==> config.mk <==
export PLATFORM = sky130hd
export DESIGN_NAME = ctsa_regs
export DESIGN_NICKNAME = d
export VERILOG_FILES = /design/src/logic/ctsa_pkg.sv /design/src/logic/ctsa_lowest_bit.sv /design/src/logic/ctsa_regs.sv
export VERILOG_INCLUDE_DIRS = /design/src /design/src/logic
export SDC_FILE = /design/constraint.sdc
export NUM_CORES = 1
export LEC_CHECK = 0
export BUFFER_PORTS_ARGS = -buffer_cell sky130_fd_sc_hd__buf_2
export CAP_MARGIN = 20
export CORE_ASPECT_RATIO = 1.2
export CORE_MARGIN = 10
export CORE_UTILIZATION = 38
export CTS_BUF_LIST = sky130_fd_sc_hd__clkbuf_16
export CTS_CLUSTER_DIAMETER = 50
export DETAILED_ROUTE_END_ITERATION = 10
export PLACE_DENSITY = 0.76
export SLEW_MARGIN = 5
export SYNTH_ARGS = -nofsm -noshare
export SYNTH_HDL_FRONTEND = slang
export SYNTH_HIERARCHICAL = 1
export SYNTH_SLANG_ARGS = --single-unit
==> constraint.sdc <==
create_clock -name ref_clk -period 1.36 [get_ports ref_clk]
set_input_delay 0.204 -clock ref_clk [delete_from_list [all_inputs] [get_ports ref_clk]]
set_output_delay 0.204 -clock ref_clk [all_outputs]
set_load 0.02 [all_outputs]
==> src/logic/ctsa_defines.svh <==
// Constants for the CAN transmit select, abort acknowledge and acceptance control block.
// Assumes a 32-bit Avalon-MM slave with word addresses given here as byte offsets.
//
// Behaviour
// - Abort-acknowledge register held at reset while init request and acknowledge are both 1.
// - Software writes to the three abort-acknowledge flags are ignored.
// - Abort-acknowledge flag sets when a buffer is aborted on pending abort request.
// - Abort-acknowledge flag clears when software clears that buffer's empty flag.
// - Buffer select held at reset in init mode; writable only when both init bits 0.
// - Buffer select reads back only its lowest set bit; other bits read zero.
// - Lowest set select bit maps that buffer into the shared transmit window.
// - Window access blocked while selected buffer is loaded and scheduled.
// - No buffer selected means no access to the shared transmit window.
// - Acceptance control writable only in init mode; hit field always read-only.
// - Mode field bits 5:4: 00 two 32-bit, 01 four 16-bit, 10 eight 8-bit, 11 closed.
// - Filter closed accepts no message; foreground receive buffer never reloaded.
// - Hit field reports binary number 0 to 7 of the matching filter.
// - Hit field follows the foreground buffer, updated on each shift into it.
// - Factory-reserved register reads zero and ignores writes in normal modes.
// - Abort granted only before transmission start or after lost arbitration or error.
// - Empty flag sets after successful send or abort; 1 empty, 0 scheduled.
`ifndef CTSA_DEFINES_SVH
`define CTSA_DEFINES_SVH

// Register byte offsets
`define CTSA_OFS_EMPTY    4'h0
`define CTSA_OFS_ABORT_RQ 4'h1
`define CTSA_OFS_ABORT_AK 4'h2
`define CTSA_OFS_SELECT   4'h3
`define CTSA_OFS_ACC_CTL  4'h4
`define CTSA_OFS_RESERVED 4'h5
`define CTSA_OFS_IRQ_STAT 4'h6
`define CTSA_OFS_IRQ_MASK 4'h7

// Field layout
`define CTSA_NBUF      3
`define CTSA_MODE_HI   5
`define CTSA_MODE_LO   4
`define CTSA_HIT_HI    2
`define CTSA_HIT_LO    0

// Reset values
`define CTSA_RST_EMPTY  3'h7
`define CTSA_RST_ZERO3  3'h0
`define CTSA_RST_MODE   2'h0
`define CTSA_RST_ZERO8  8'h00
`define CTSA_RST_ZERO32 32'h0000_0000

// Status bit positions
`define CTSA_IRQ_ABORT  0
`define CTSA_IRQ_SENT   1
`define CTSA_IRQ_RXHIT  2

`endif

==> src/logic/ctsa_pkg.sv <==
// Types for the CAN transmit select and acceptance control block.
// Assumes ctsa_defines.svh is on the include path.
`include "ctsa_defines.svh"
package ctsa_pkg;

  // Filter organisation
  typedef enum logic [1:0] {
    CTSA_TWO_32,
    CTSA_FOUR_16,
    CTSA_EIGHT_8,
    CTSA_CLOSED
  } ctsa_mode_t;

  // Events from the protocol engine: one bit per transmit buffer, plus the receive shift and hit number
  typedef struct packed {
    logic [2:0] sent_ok;
    logic [2:0] tx_started;
    logic [2:0] tx_failed;
    logic [2:0] abort_slot;
    logic rx_shift;
    logic [2:0] rx_hit;
  } ctsa_engine_t;

  // Shared transmit window request
  typedef struct packed {
    logic req;
    logic write;
    logic [3:0] address;
    logic [7:0] writedata;
  } ctsa_win_req_t;

  typedef struct packed {
    logic grant;
    logic [1:0] buffer;
    logic denied;
  } ctsa_win_ans_t;

endpackage : ctsa_pkg

==> src/logic/ctsa_lowest_bit.sv <==
// Isolates the lowest set bit of a small vector and gives its index.
// Assumes a purely combinational use inside the register block.
module ctsa_lowest_bit #(
  parameter int WIDTH = 3
) (
  // Input vector
  input wire logic [WIDTH-1:0] vec,
  // Results
  output logic [WIDTH-1:0] onehot,
  output logic [1:0] index,
  output logic any
);
  import ctsa_pkg::*;

  logic [WIDTH-1:0] below;

  // Each bit survives only if no lower bit is set
  genvar g;
  generate
    for (g = 0; g < WIDTH; g++) begin : g_bit
      if (g == 0) begin : g_first
        assign below[g] = 1'b0;
      end else begin : g_rest
        assign below[g] = below[g-1] | vec[g-1];
      end
      assign onehot[g] = vec[g] & ~below[g];
    end
  endgenerate

  // Binary index of the surviving bit
  always_comb begin
    index = 2'h0;
    for (int i = WIDTH - 1; i >= 0; i--) begin
      if (onehot[i]) begin
        index = i[1:0];
      end
    end
  end

  assign any = |vec;

endmodule // ctsa_lowest_bit

==> src/logic/ctsa_regs.sv <==
// Transmit buffer empty, abort request and acknowledge, buffer select,
// acceptance control and reserved registers behind an Avalon-MM slave.
// Assumes the protocol engine runs on ref_clk and gives one-cycle event pulses.
`include "ctsa_defines.svh"
module ctsa_regs (
  // Clock and reset
  input wire logic ref_clk,
  input wire logic rst,
  // Avalon-MM slave
  input wire logic [3:0] avs_address,
  input wire logic avs_read,
  input wire logic avs_write,
  input wire logic [31:0] avs_writedata,
  input wire logic [3:0] avs_byteenable,
  output logic [31:0] avs_readdata,
  output logic avs_waitrequest,
  output logic [1:0] avs_response,
  // Mode handshake from the controller core
  input wire logic init_request,
  input wire logic init_acknowledge,
  input wire logic listen_mode,
  // Protocol engine
  input wire ctsa_pkg::ctsa_engine_t engine,
  output logic [2:0] tx_scheduled,
  output logic [2:0] abort_pending,
  output ctsa_pkg::ctsa_mode_t acceptance_mode,
  output logic filter_closed,
  // Shared transmit window
  input wire ctsa_pkg::ctsa_win_req_t win_req,
  output ctsa_pkg::ctsa_win_ans_t win_ans,
  // Interrupt
  output logic irq
);
  import ctsa_pkg::*;

  typedef struct packed {
    logic [2:0] buffer_empty_flag;
    logic [2:0] abort_request_flag;
    logic [2:0] abort_ack_flag;
    logic [2:0] select;
    logic [1:0] mode;
    logic [2:0] hit;
    logic [2:0] irq_stat;
    logic [2:0] irq_mask;
    logic ack;
    logic [31:0] rdata;
    logic [1:0] resp;
    ctsa_win_ans_t win;
  } ctsa_state_t;

  ctsa_state_t st;
  ctsa_state_t next_st;

  logic init_mode;
  logic run_mode;
  logic wr_acc;
  logic rd_acc;
  logic [7:0] wbyte;
  logic [2:0] sel_onehot;
  logic [1:0] sel_index;
  logic sel_any;
  logic [2:0] grant_abort;
  logic [2:0] done_set;

  assign init_mode = init_request & init_acknowledge;
  assign run_mode = ~init_request & ~init_acknowledge;
  assign wr_acc = avs_write & ~st.ack;
  assign rd_acc = avs_read & ~st.ack;
  assign wbyte = avs_byteenable[0] ? avs_writedata[7:0] : `CTSA_RST_ZERO8;

  // Lowest set select bit picks the mapped buffer
  ctsa_lowest_bit #(
    .WIDTH(`CTSA_NBUF)
  ) u_sel (
    .vec(st.select),
    .onehot(sel_onehot),
    .index(sel_index),
    .any(sel_any)
  );

  // Abort granted before start, or after a failed attempt
  assign grant_abort = engine.abort_slot & st.abort_request_flag & ~st.buffer_empty_flag
    & (~engine.tx_started | engine.tx_failed);
  assign done_set = engine.sent_ok | grant_abort;

  // Next state: bus access, engine events, init hold
  always_comb begin
    next_st = st;
    next_st.ack = (avs_read | avs_write) & ~st.ack;
    next_st.resp = 2'h0;
    next_st.rdata = `CTSA_RST_ZERO32;
    next_st.win = '0;

    // Engine events
    next_st.buffer_empty_flag = st.buffer_empty_flag | done_set;
    next_st.abort_ack_flag = st.abort_ack_flag | grant_abort;
    next_st.abort_request_flag = st.abort_request_flag & ~done_set;
    if (engine.rx_shift && st.mode != CTSA_CLOSED) begin
      next_st.hit = engine.rx_hit;
    end

    // Register writes
    if (wr_acc) begin
      case (avs_address)
        `CTSA_OFS_EMPTY: begin
          // Writing 1 clears an empty flag, scheduling the buffer
          if (!listen_mode) begin
            // Keep a same-cycle completion: the engine's set wins over the clear
            next_st.buffer_empty_flag = next_st.buffer_empty_flag & ~(wbyte[2:0] & ~done_set);
            next_st.abort_ack_flag = next_st.abort_ack_flag & ~(wbyte[2:0] & ~grant_abort);
          end
        end
        `CTSA_OFS_ABORT_RQ: begin
          if (run_mode) begin
            next_st.abort_request_flag = next_st.abort_request_flag | (wbyte[2:0] & ~next_st.buffer_empty_flag);
          end
        end
        `CTSA_OFS_ABORT_AK: begin
          next_st.abort_ack_flag = next_st.abort_ack_flag;
        end
        `CTSA_OFS_SELECT: begin
          if (run_mode) begin
            next_st.select = wbyte[2:0];
          end
        end
        `CTSA_OFS_ACC_CTL: begin
          if (init_mode) begin
            next_st.mode = wbyte[`CTSA_MODE_HI:`CTSA_MODE_LO];
          end
        end
        `CTSA_OFS_RESERVED: begin
          next_st.resp = 2'h0;
        end
        `CTSA_OFS_IRQ_STAT: begin
          next_st.resp = 2'h0;
        end
        `CTSA_OFS_IRQ_MASK: begin
          next_st.irq_mask = wbyte[2:0];
        end
        default: begin
          next_st.resp = 2'h2;
        end
      endcase
    end

    // Register reads
    if (rd_acc) begin
      case (avs_address)
        `CTSA_OFS_EMPTY: next_st.rdata[2:0] = st.buffer_empty_flag;
        `CTSA_OFS_ABORT_RQ: next_st.rdata[2:0] = st.abort_request_flag;
        `CTSA_OFS_ABORT_AK: next_st.rdata[2:0] = st.abort_ack_flag;
        `CTSA_OFS_SELECT: next_st.rdata[2:0] = sel_onehot;
        `CTSA_OFS_ACC_CTL: begin
          next_st.rdata[`CTSA_MODE_HI:`CTSA_MODE_LO] = st.mode;
          next_st.rdata[`CTSA_HIT_HI:`CTSA_HIT_LO] = st.hit;
        end
        `CTSA_OFS_RESERVED: next_st.rdata = `CTSA_RST_ZERO32;
        `CTSA_OFS_IRQ_STAT: next_st.rdata[2:0] = st.irq_stat;
        `CTSA_OFS_IRQ_MASK: next_st.rdata[2:0] = st.irq_mask;
        default: next_st.resp = 2'h2;
      endcase
    end

    // Sticky status: set wins over the read clear
    if (rd_acc && avs_address == `CTSA_OFS_IRQ_STAT) begin
      next_st.irq_stat = `CTSA_RST_ZERO3;
    end
    if (|grant_abort) begin
      next_st.irq_stat[`CTSA_IRQ_ABORT] = 1'b1;
    end
    if (|engine.sent_ok) begin
      next_st.irq_stat[`CTSA_IRQ_SENT] = 1'b1;
    end
    if (engine.rx_shift && st.mode != CTSA_CLOSED) begin
      next_st.irq_stat[`CTSA_IRQ_RXHIT] = 1'b1;
    end

    // Shared window: only the selected, unscheduled buffer is reachable
    if (win_req.req) begin
      if (sel_any && st.buffer_empty_flag[sel_index]) begin
        next_st.win.grant = 1'b1;
        next_st.win.buffer = sel_index;
      end else begin
        next_st.win.denied = 1'b1;
      end
    end

    // Init mode holds these registers at reset
    if (init_mode) begin
      next_st.abort_ack_flag = `CTSA_RST_ZERO3;
      next_st.abort_request_flag = `CTSA_RST_ZERO3;
      next_st.select = `CTSA_RST_ZERO3;
      next_st.buffer_empty_flag = `CTSA_RST_EMPTY;
    end
  end

  // State register
  always_ff @(posedge ref_clk) begin
    if (rst) begin
      st <= '0;
      st.buffer_empty_flag <= `CTSA_RST_EMPTY;
      st.mode <= `CTSA_RST_MODE;
    end else begin
      st <= next_st;
    end
  end

  // Outputs
  assign avs_waitrequest = (avs_read | avs_write) & ~st.ack;
  assign avs_readdata = st.rdata;
  assign avs_response = st.resp;
  assign tx_scheduled = ~st.buffer_empty_flag;
  assign abort_pending = st.abort_request_flag;
  assign acceptance_mode = ctsa_mode_t'(st.mode);
  assign filter_closed = (st.mode == CTSA_CLOSED);
  assign win_ans = st.win;
  assign irq = |(st.irq_stat & st.irq_mask);

endmodule // ctsa_regs

# Word level (Yosys, flattened, before mapping)
# Index checks and enable logic that the tools add are counted.
# totals
regBits,62
output_inout_bits,49
elab_cells,116
# classes
n_lt_le_gt_ge,1
n_eq_ne,9
muxes,28
bitwise_logic,40
n_reduce_logical,20
# ops
operator,count
3-bit AND,10
3-bit 2-to-1 mux,10
3-bit NOT,7
3-bit case mux with 7 select lines,1
2-bit 2-to-1 mux,9
3-bit OR reduction,6
"4-bit by 3-bit equality test with 1-bit output, second input constant",4
3-bit bitwise OR,5
14-bit 2-to-1 mux,1
1-bit NOT,9
"4-bit by 2-bit equality test with 1-bit output, second input constant",2
8-bit OR reduction,1
1-bit AND,7
6-bit 2-to-1 mux,1
3-bit AND reduction,2
2-bit nonzero test,3
2-bit OR reduction,3
1-bit 2-to-1 mux,5
"4-bit by 1-bit equality test with 1-bit output, second input constant",1
4-bit zero test,1
1-bit logical AND,3
"2-bit by 3-bit less-than comparator with 1-bit output, second input constant",1
1-bit binary-select mux with 2-bit select,1
"2-bit equality test, second input constant",1
other kinds (3),4

# Depth between registers and ports, before layout
# logic_depth
depth_word,11
ltp_mapped,6
ltp_nobuf,5

# By module
# The synthesis kept the hierarchy.
# by_module_without_submodules
mod,n_inst,cells_per_inst,area_per_inst_um2,seq_area_each_um2
ctsa_regs,1,219,1906.8,680.7
ctsa_lowest_bit,1,6,42.5,0.0

# Least setup slack after synthesis
# OpenSTA, ideal clock, no wires.
# synth_path
path_type,flip-flop to flip-flop
from,register st[50] (netlist name)
to,"register st, in the netlist win_ans[1]"
t_arrival_ns,1.224
slack_ns,0.040
stages_incl_launch_ff,6
synth_period_minus_slack_ns,1.320
path_cell_list,dfxtp_1 > nor3b_1 > mux2i_1 > o22ai_1 > nand2_1 > nor4b_1
# synth_between
elab_chain_cells,11
# synth_rtl
element,line,text
from (decl),ctsa_regs.sv:51,ctsa_state_t st;
from (signal assigned),ctsa_regs.sv:204,st <= next_st;
1-bit bitwise OR,ctsa_lowest_bit.sv:24,assign below[g] = below[g-1] | vec[g-1];
1-bit NOT,ctsa_lowest_bit.sv:26,assign onehot[g] = vec[g] & ~below[g];
1-bit AND,ctsa_lowest_bit.sv:26,
2-bit 2-to-1 mux (2 in series),ctsa_lowest_bit.sv:34,if (onehot[i]) begin
2-bit 2-to-1 mux (*),ctsa_lowest_bit.sv:34,
named net sel_index[1],ctsa_regs.sv:60,logic [1:0] sel_index;
1-bit binary-select mux with 2-bit select (*),ctsa_regs.sv:180,if (sel_any && st.buffer_empty_flag[sel_index]) begin
1-bit 2-to-1 mux (not written as such) (*),ctsa_regs.sv:180,
1-bit logical AND (*),ctsa_regs.sv:180,
1-bit NOT (no line) (*),n/a,
3-bit OR reduction (no line) (*),n/a,
# The timed path passes the listed nets; every way through them passes the cells marked *. The select of a mux whose other input is x is not followed.
# A chain may end at the register's enable or synchronous reset.

# Final worst setup path
# layout_path
from,register st[40] (netlist name)
to,output port irq
# layout_between
elab_chain_cells,2
# layout_rtl
element,line,text
3-bit AND,ctsa_regs.sv:217,assign irq = |(st.irq_stat & st.irq_mask);
3-bit OR reduction,ctsa_regs.sv:217,
to (decl),ctsa_regs.sv:32,output logic irq
# No other way between the ends.

==> results.yml <==
flow_run:
  maxCapViolCount: 0
synthesis:
  synth_async_sr_flop_share_pct: 0
  synth_mux_area_share_pct: 6.42
  syn_area_per_cell_sq_um: 8.66
  yosys.area_share.adder_pct: 0
  yosysMostFrequentCell: "buf_4"
  synth_cells: 225
  synth_area_leaders: "dfxtp_1 35%, buf_4 18%, mux2i_1 4.1%"
  synth_top_family_by_area: "simple AND/OR/NAND/NOR gates"
  syn_area_sq_mm: 0.00195
  synth_edf_count: 0
  yosys_warnings: 6
  synthTopCellsByCount: "47 x buf_4, 34 x dfxtp_1, 21 x nand2_1"
  synth-compound-area-share_pct: 12.3
  synth.yosys.seq_area_share_pct: 34.9
  yosysTopAreaCellShare_pct: 34.9
  yosys.area.top_type: "dfxtp_1"
  synth_xor_area_share_pct: 0
  ys_ff_latch: 34
  synth_simple_gate_area_share_pct: 24.1
  ys_types: 44
  synthFlopType: "dfxtp_1"
worst_setup_path:
  crit_slowest_cell: "a222oi_1"
  criticalPathCategory: "reg -> out"
  path_cells: "a222oi_1 > inv_1 > buf_6"
  cp_max_fo: 2
  cp_top_family: "compound AO/OA/AOI/OAI gates"
  crit_arrival_ps: 1180
  crit_buf_inv: 2
  cp-start-kind: "register"
  cp.required_ps: 1160
  crit_path_end_kind: "primary output"
  slowest_delay_ps: 360
pwr:
  power_mw: 2.39
  power_frac_clock_pct: 43.9
  p_seq_share_pct: 43.0
  p_sw_share_pct: 25.2
  p_sw_mw: 0.601
  internal_power_mw: 1.79
  leakagePower_nw: 1.14
  p_comb_share_pct: 13.1
  p_per_area_mw_per_mm2: 990
  vdd_drop_max_uv: 580
placed_design:
  gp_congestion: 0.893
  dp.cells: 334
  dp_hpwl_mm: 4.11
  numPortBuffers: 54
detailed_routing:
  drc: 0
  via_per_inst: 4.82
  detail-route-antenna-nets: 0
  drtIter0Drc: 120
  drt-pass1-iter-count: 4
  num_vias: 1662
  post_drt_wl_per_cell_microns: 15.0
  routed_wl_mm: 5.16
floorplan:
  design.core.area_sq_mm: 0.00494
  core.rowCount: 28
  die_w_microns: 85.4
  start_util_pct: 39.5
  die-height_microns: 98.5
  dieArea_sq_mm: 0.00841
  io-pin-count: 126
cts:
  clk-insertion-delay-late_ps: 280
  clock_sinks: 34
  clock-root-buffer: "clkbuf_16"
  cts_buffers: 5
  cts_buffer_depth: 2
  postCtsHoldBufs: 0
  cts_htree_levels: 2
  path_clk_slew_ps: 50
  cts_tree: "yes"
global_routing:
  antenna_found_initial: 0
  grt_usage_pct: 11.9
  grt_overflow_total: 0
  grt_max_degree: 14
  grt_pass1_wl_mm: 8.17
  grt_pass1_vias: 1720
cells_and_area:
  diodes: 0
  fin_nets: 361
  synthToLayoutAreaGrowth_pct: 23.6
  drive_gt1_share_pct: 37.5
  final_cell_count_no_fill: 345
timing:
  finalSetupViolations: 1
  min_period_over_period_pct: 102
  maxSlewViolCount: 0
  finalClockSkew_ps: 5.76
  finalCriticalPeriod_ps: 1380
  max_clock_freq_mhz: 722
  setup_tns_ps: -24.3
  timing_hold_violations_final: 0
  rsz0062_at_grt: "true"
  setup_ws_ps: -24.3
run_status:
  outcome: "finished with violations"
  violations: "setup timing"
min_path:
  hold_path.class: "in -> reg"
worst min-delay path, cell delays in order:
cell	delay (ps)
buf_2	100
nor3b_1	50
nand2_1	50
logic make-up (layout without fill, tap and decap cells):
logic type	after synthesis	in the layout
AND/OR/NAND/NOR	79	79
multiplexers	10	10
AO/OA/AOI/OAI	36	36
buffers and inverters	65	98
other	1	28
flip-flops	34	34
layer usage:
layer	vias to the layer above	global-route usage, %	routed length [microns]
li1	825	-	-
met1	735	13.4	2030
met2	93	18.5	2380
met3	9	6.10	659
met4	0	4.70	91
met5	-	0	0
power groups by stage:
stage / logic (mW) / clock network (mW) / registers (mW)
2_1_floorplan: 0.254 / 0 / 1.04
3_3_place_gp: 0.285 / 0 / 1.05
3_5_place_dp: 0.289 / 0 / 1.05
4_1_cts: 0.298 / 1.07 / 1.02
5_1_grt: 0.342 / 1.12 / 1.03
6_report: 0.313 / 1.05 / 1.03
layout by cell type (no fill, tap or decap), types with 3 or more instances in the layout:
cell type	n
nand3_1	3
dfxtp_2	5
o21ai_0	7
nor2_1	14
or3_1	3
mux2i_1	8
o2111ai_1	3
conb_1	28
clkbuf_16	5
buf_4	24
inv_1	13
buf_2	53
a21oi_1	9
and2_1	3
nor4_1	3
dfxtp_1	28
nor3b_2	3
nand2b_1	3
nand2_1	20
nor3b_1	3
per-stage QoR:
step,cell area [sq um],setup WS (ps),utilization (%),hold WS [ps]
finish,2410,-24.3,48.8,157
detailed placement,2170,-96.0,43.9,429
global route,2410,-124,48.8,188
floorplan,2050,40.3,-,313
CTS,2340,-24.3,47.3,142
global placement,2170,-50.1,43.9,424
final cells by class:
class	count	area, sq um
clock buffers	5	125
clock inverters	3	12.5
fillers	489	2530
inverters	12	45.0
multi-input cells	153	1000
flip-flops and latches	34	691
well taps	60	75.1
repair buffers	78	457
worst paths after layout:
path                                  from         end  slack [ps]  cells past startpoint
worst min register to register      st[53]      st[53]         490                      2
worst max register to register      st[50]  win_ans[3]          10                      6
worst max-delay path                st[40]         irq         -20                      3
worst min-delay path            engine[13]      st[59]         160                      3
flip-flops by register name, indices dropped and copies added, names as in the netlist:
register,cells
avs_response,1
acceptance_mode,2
win_ans,4
avs_readdata,5
abort_pending,3
st,19
repair_timing:
action / 4_1_cts / 5_1_grt
pin swaps: 1 / 7
gates resized for setup: 6 / 19
setup endpoints to repair: 11 / 19
buffers inserted: 2 / 1
No activity file was read; power rests on OpenSTA's default activity.
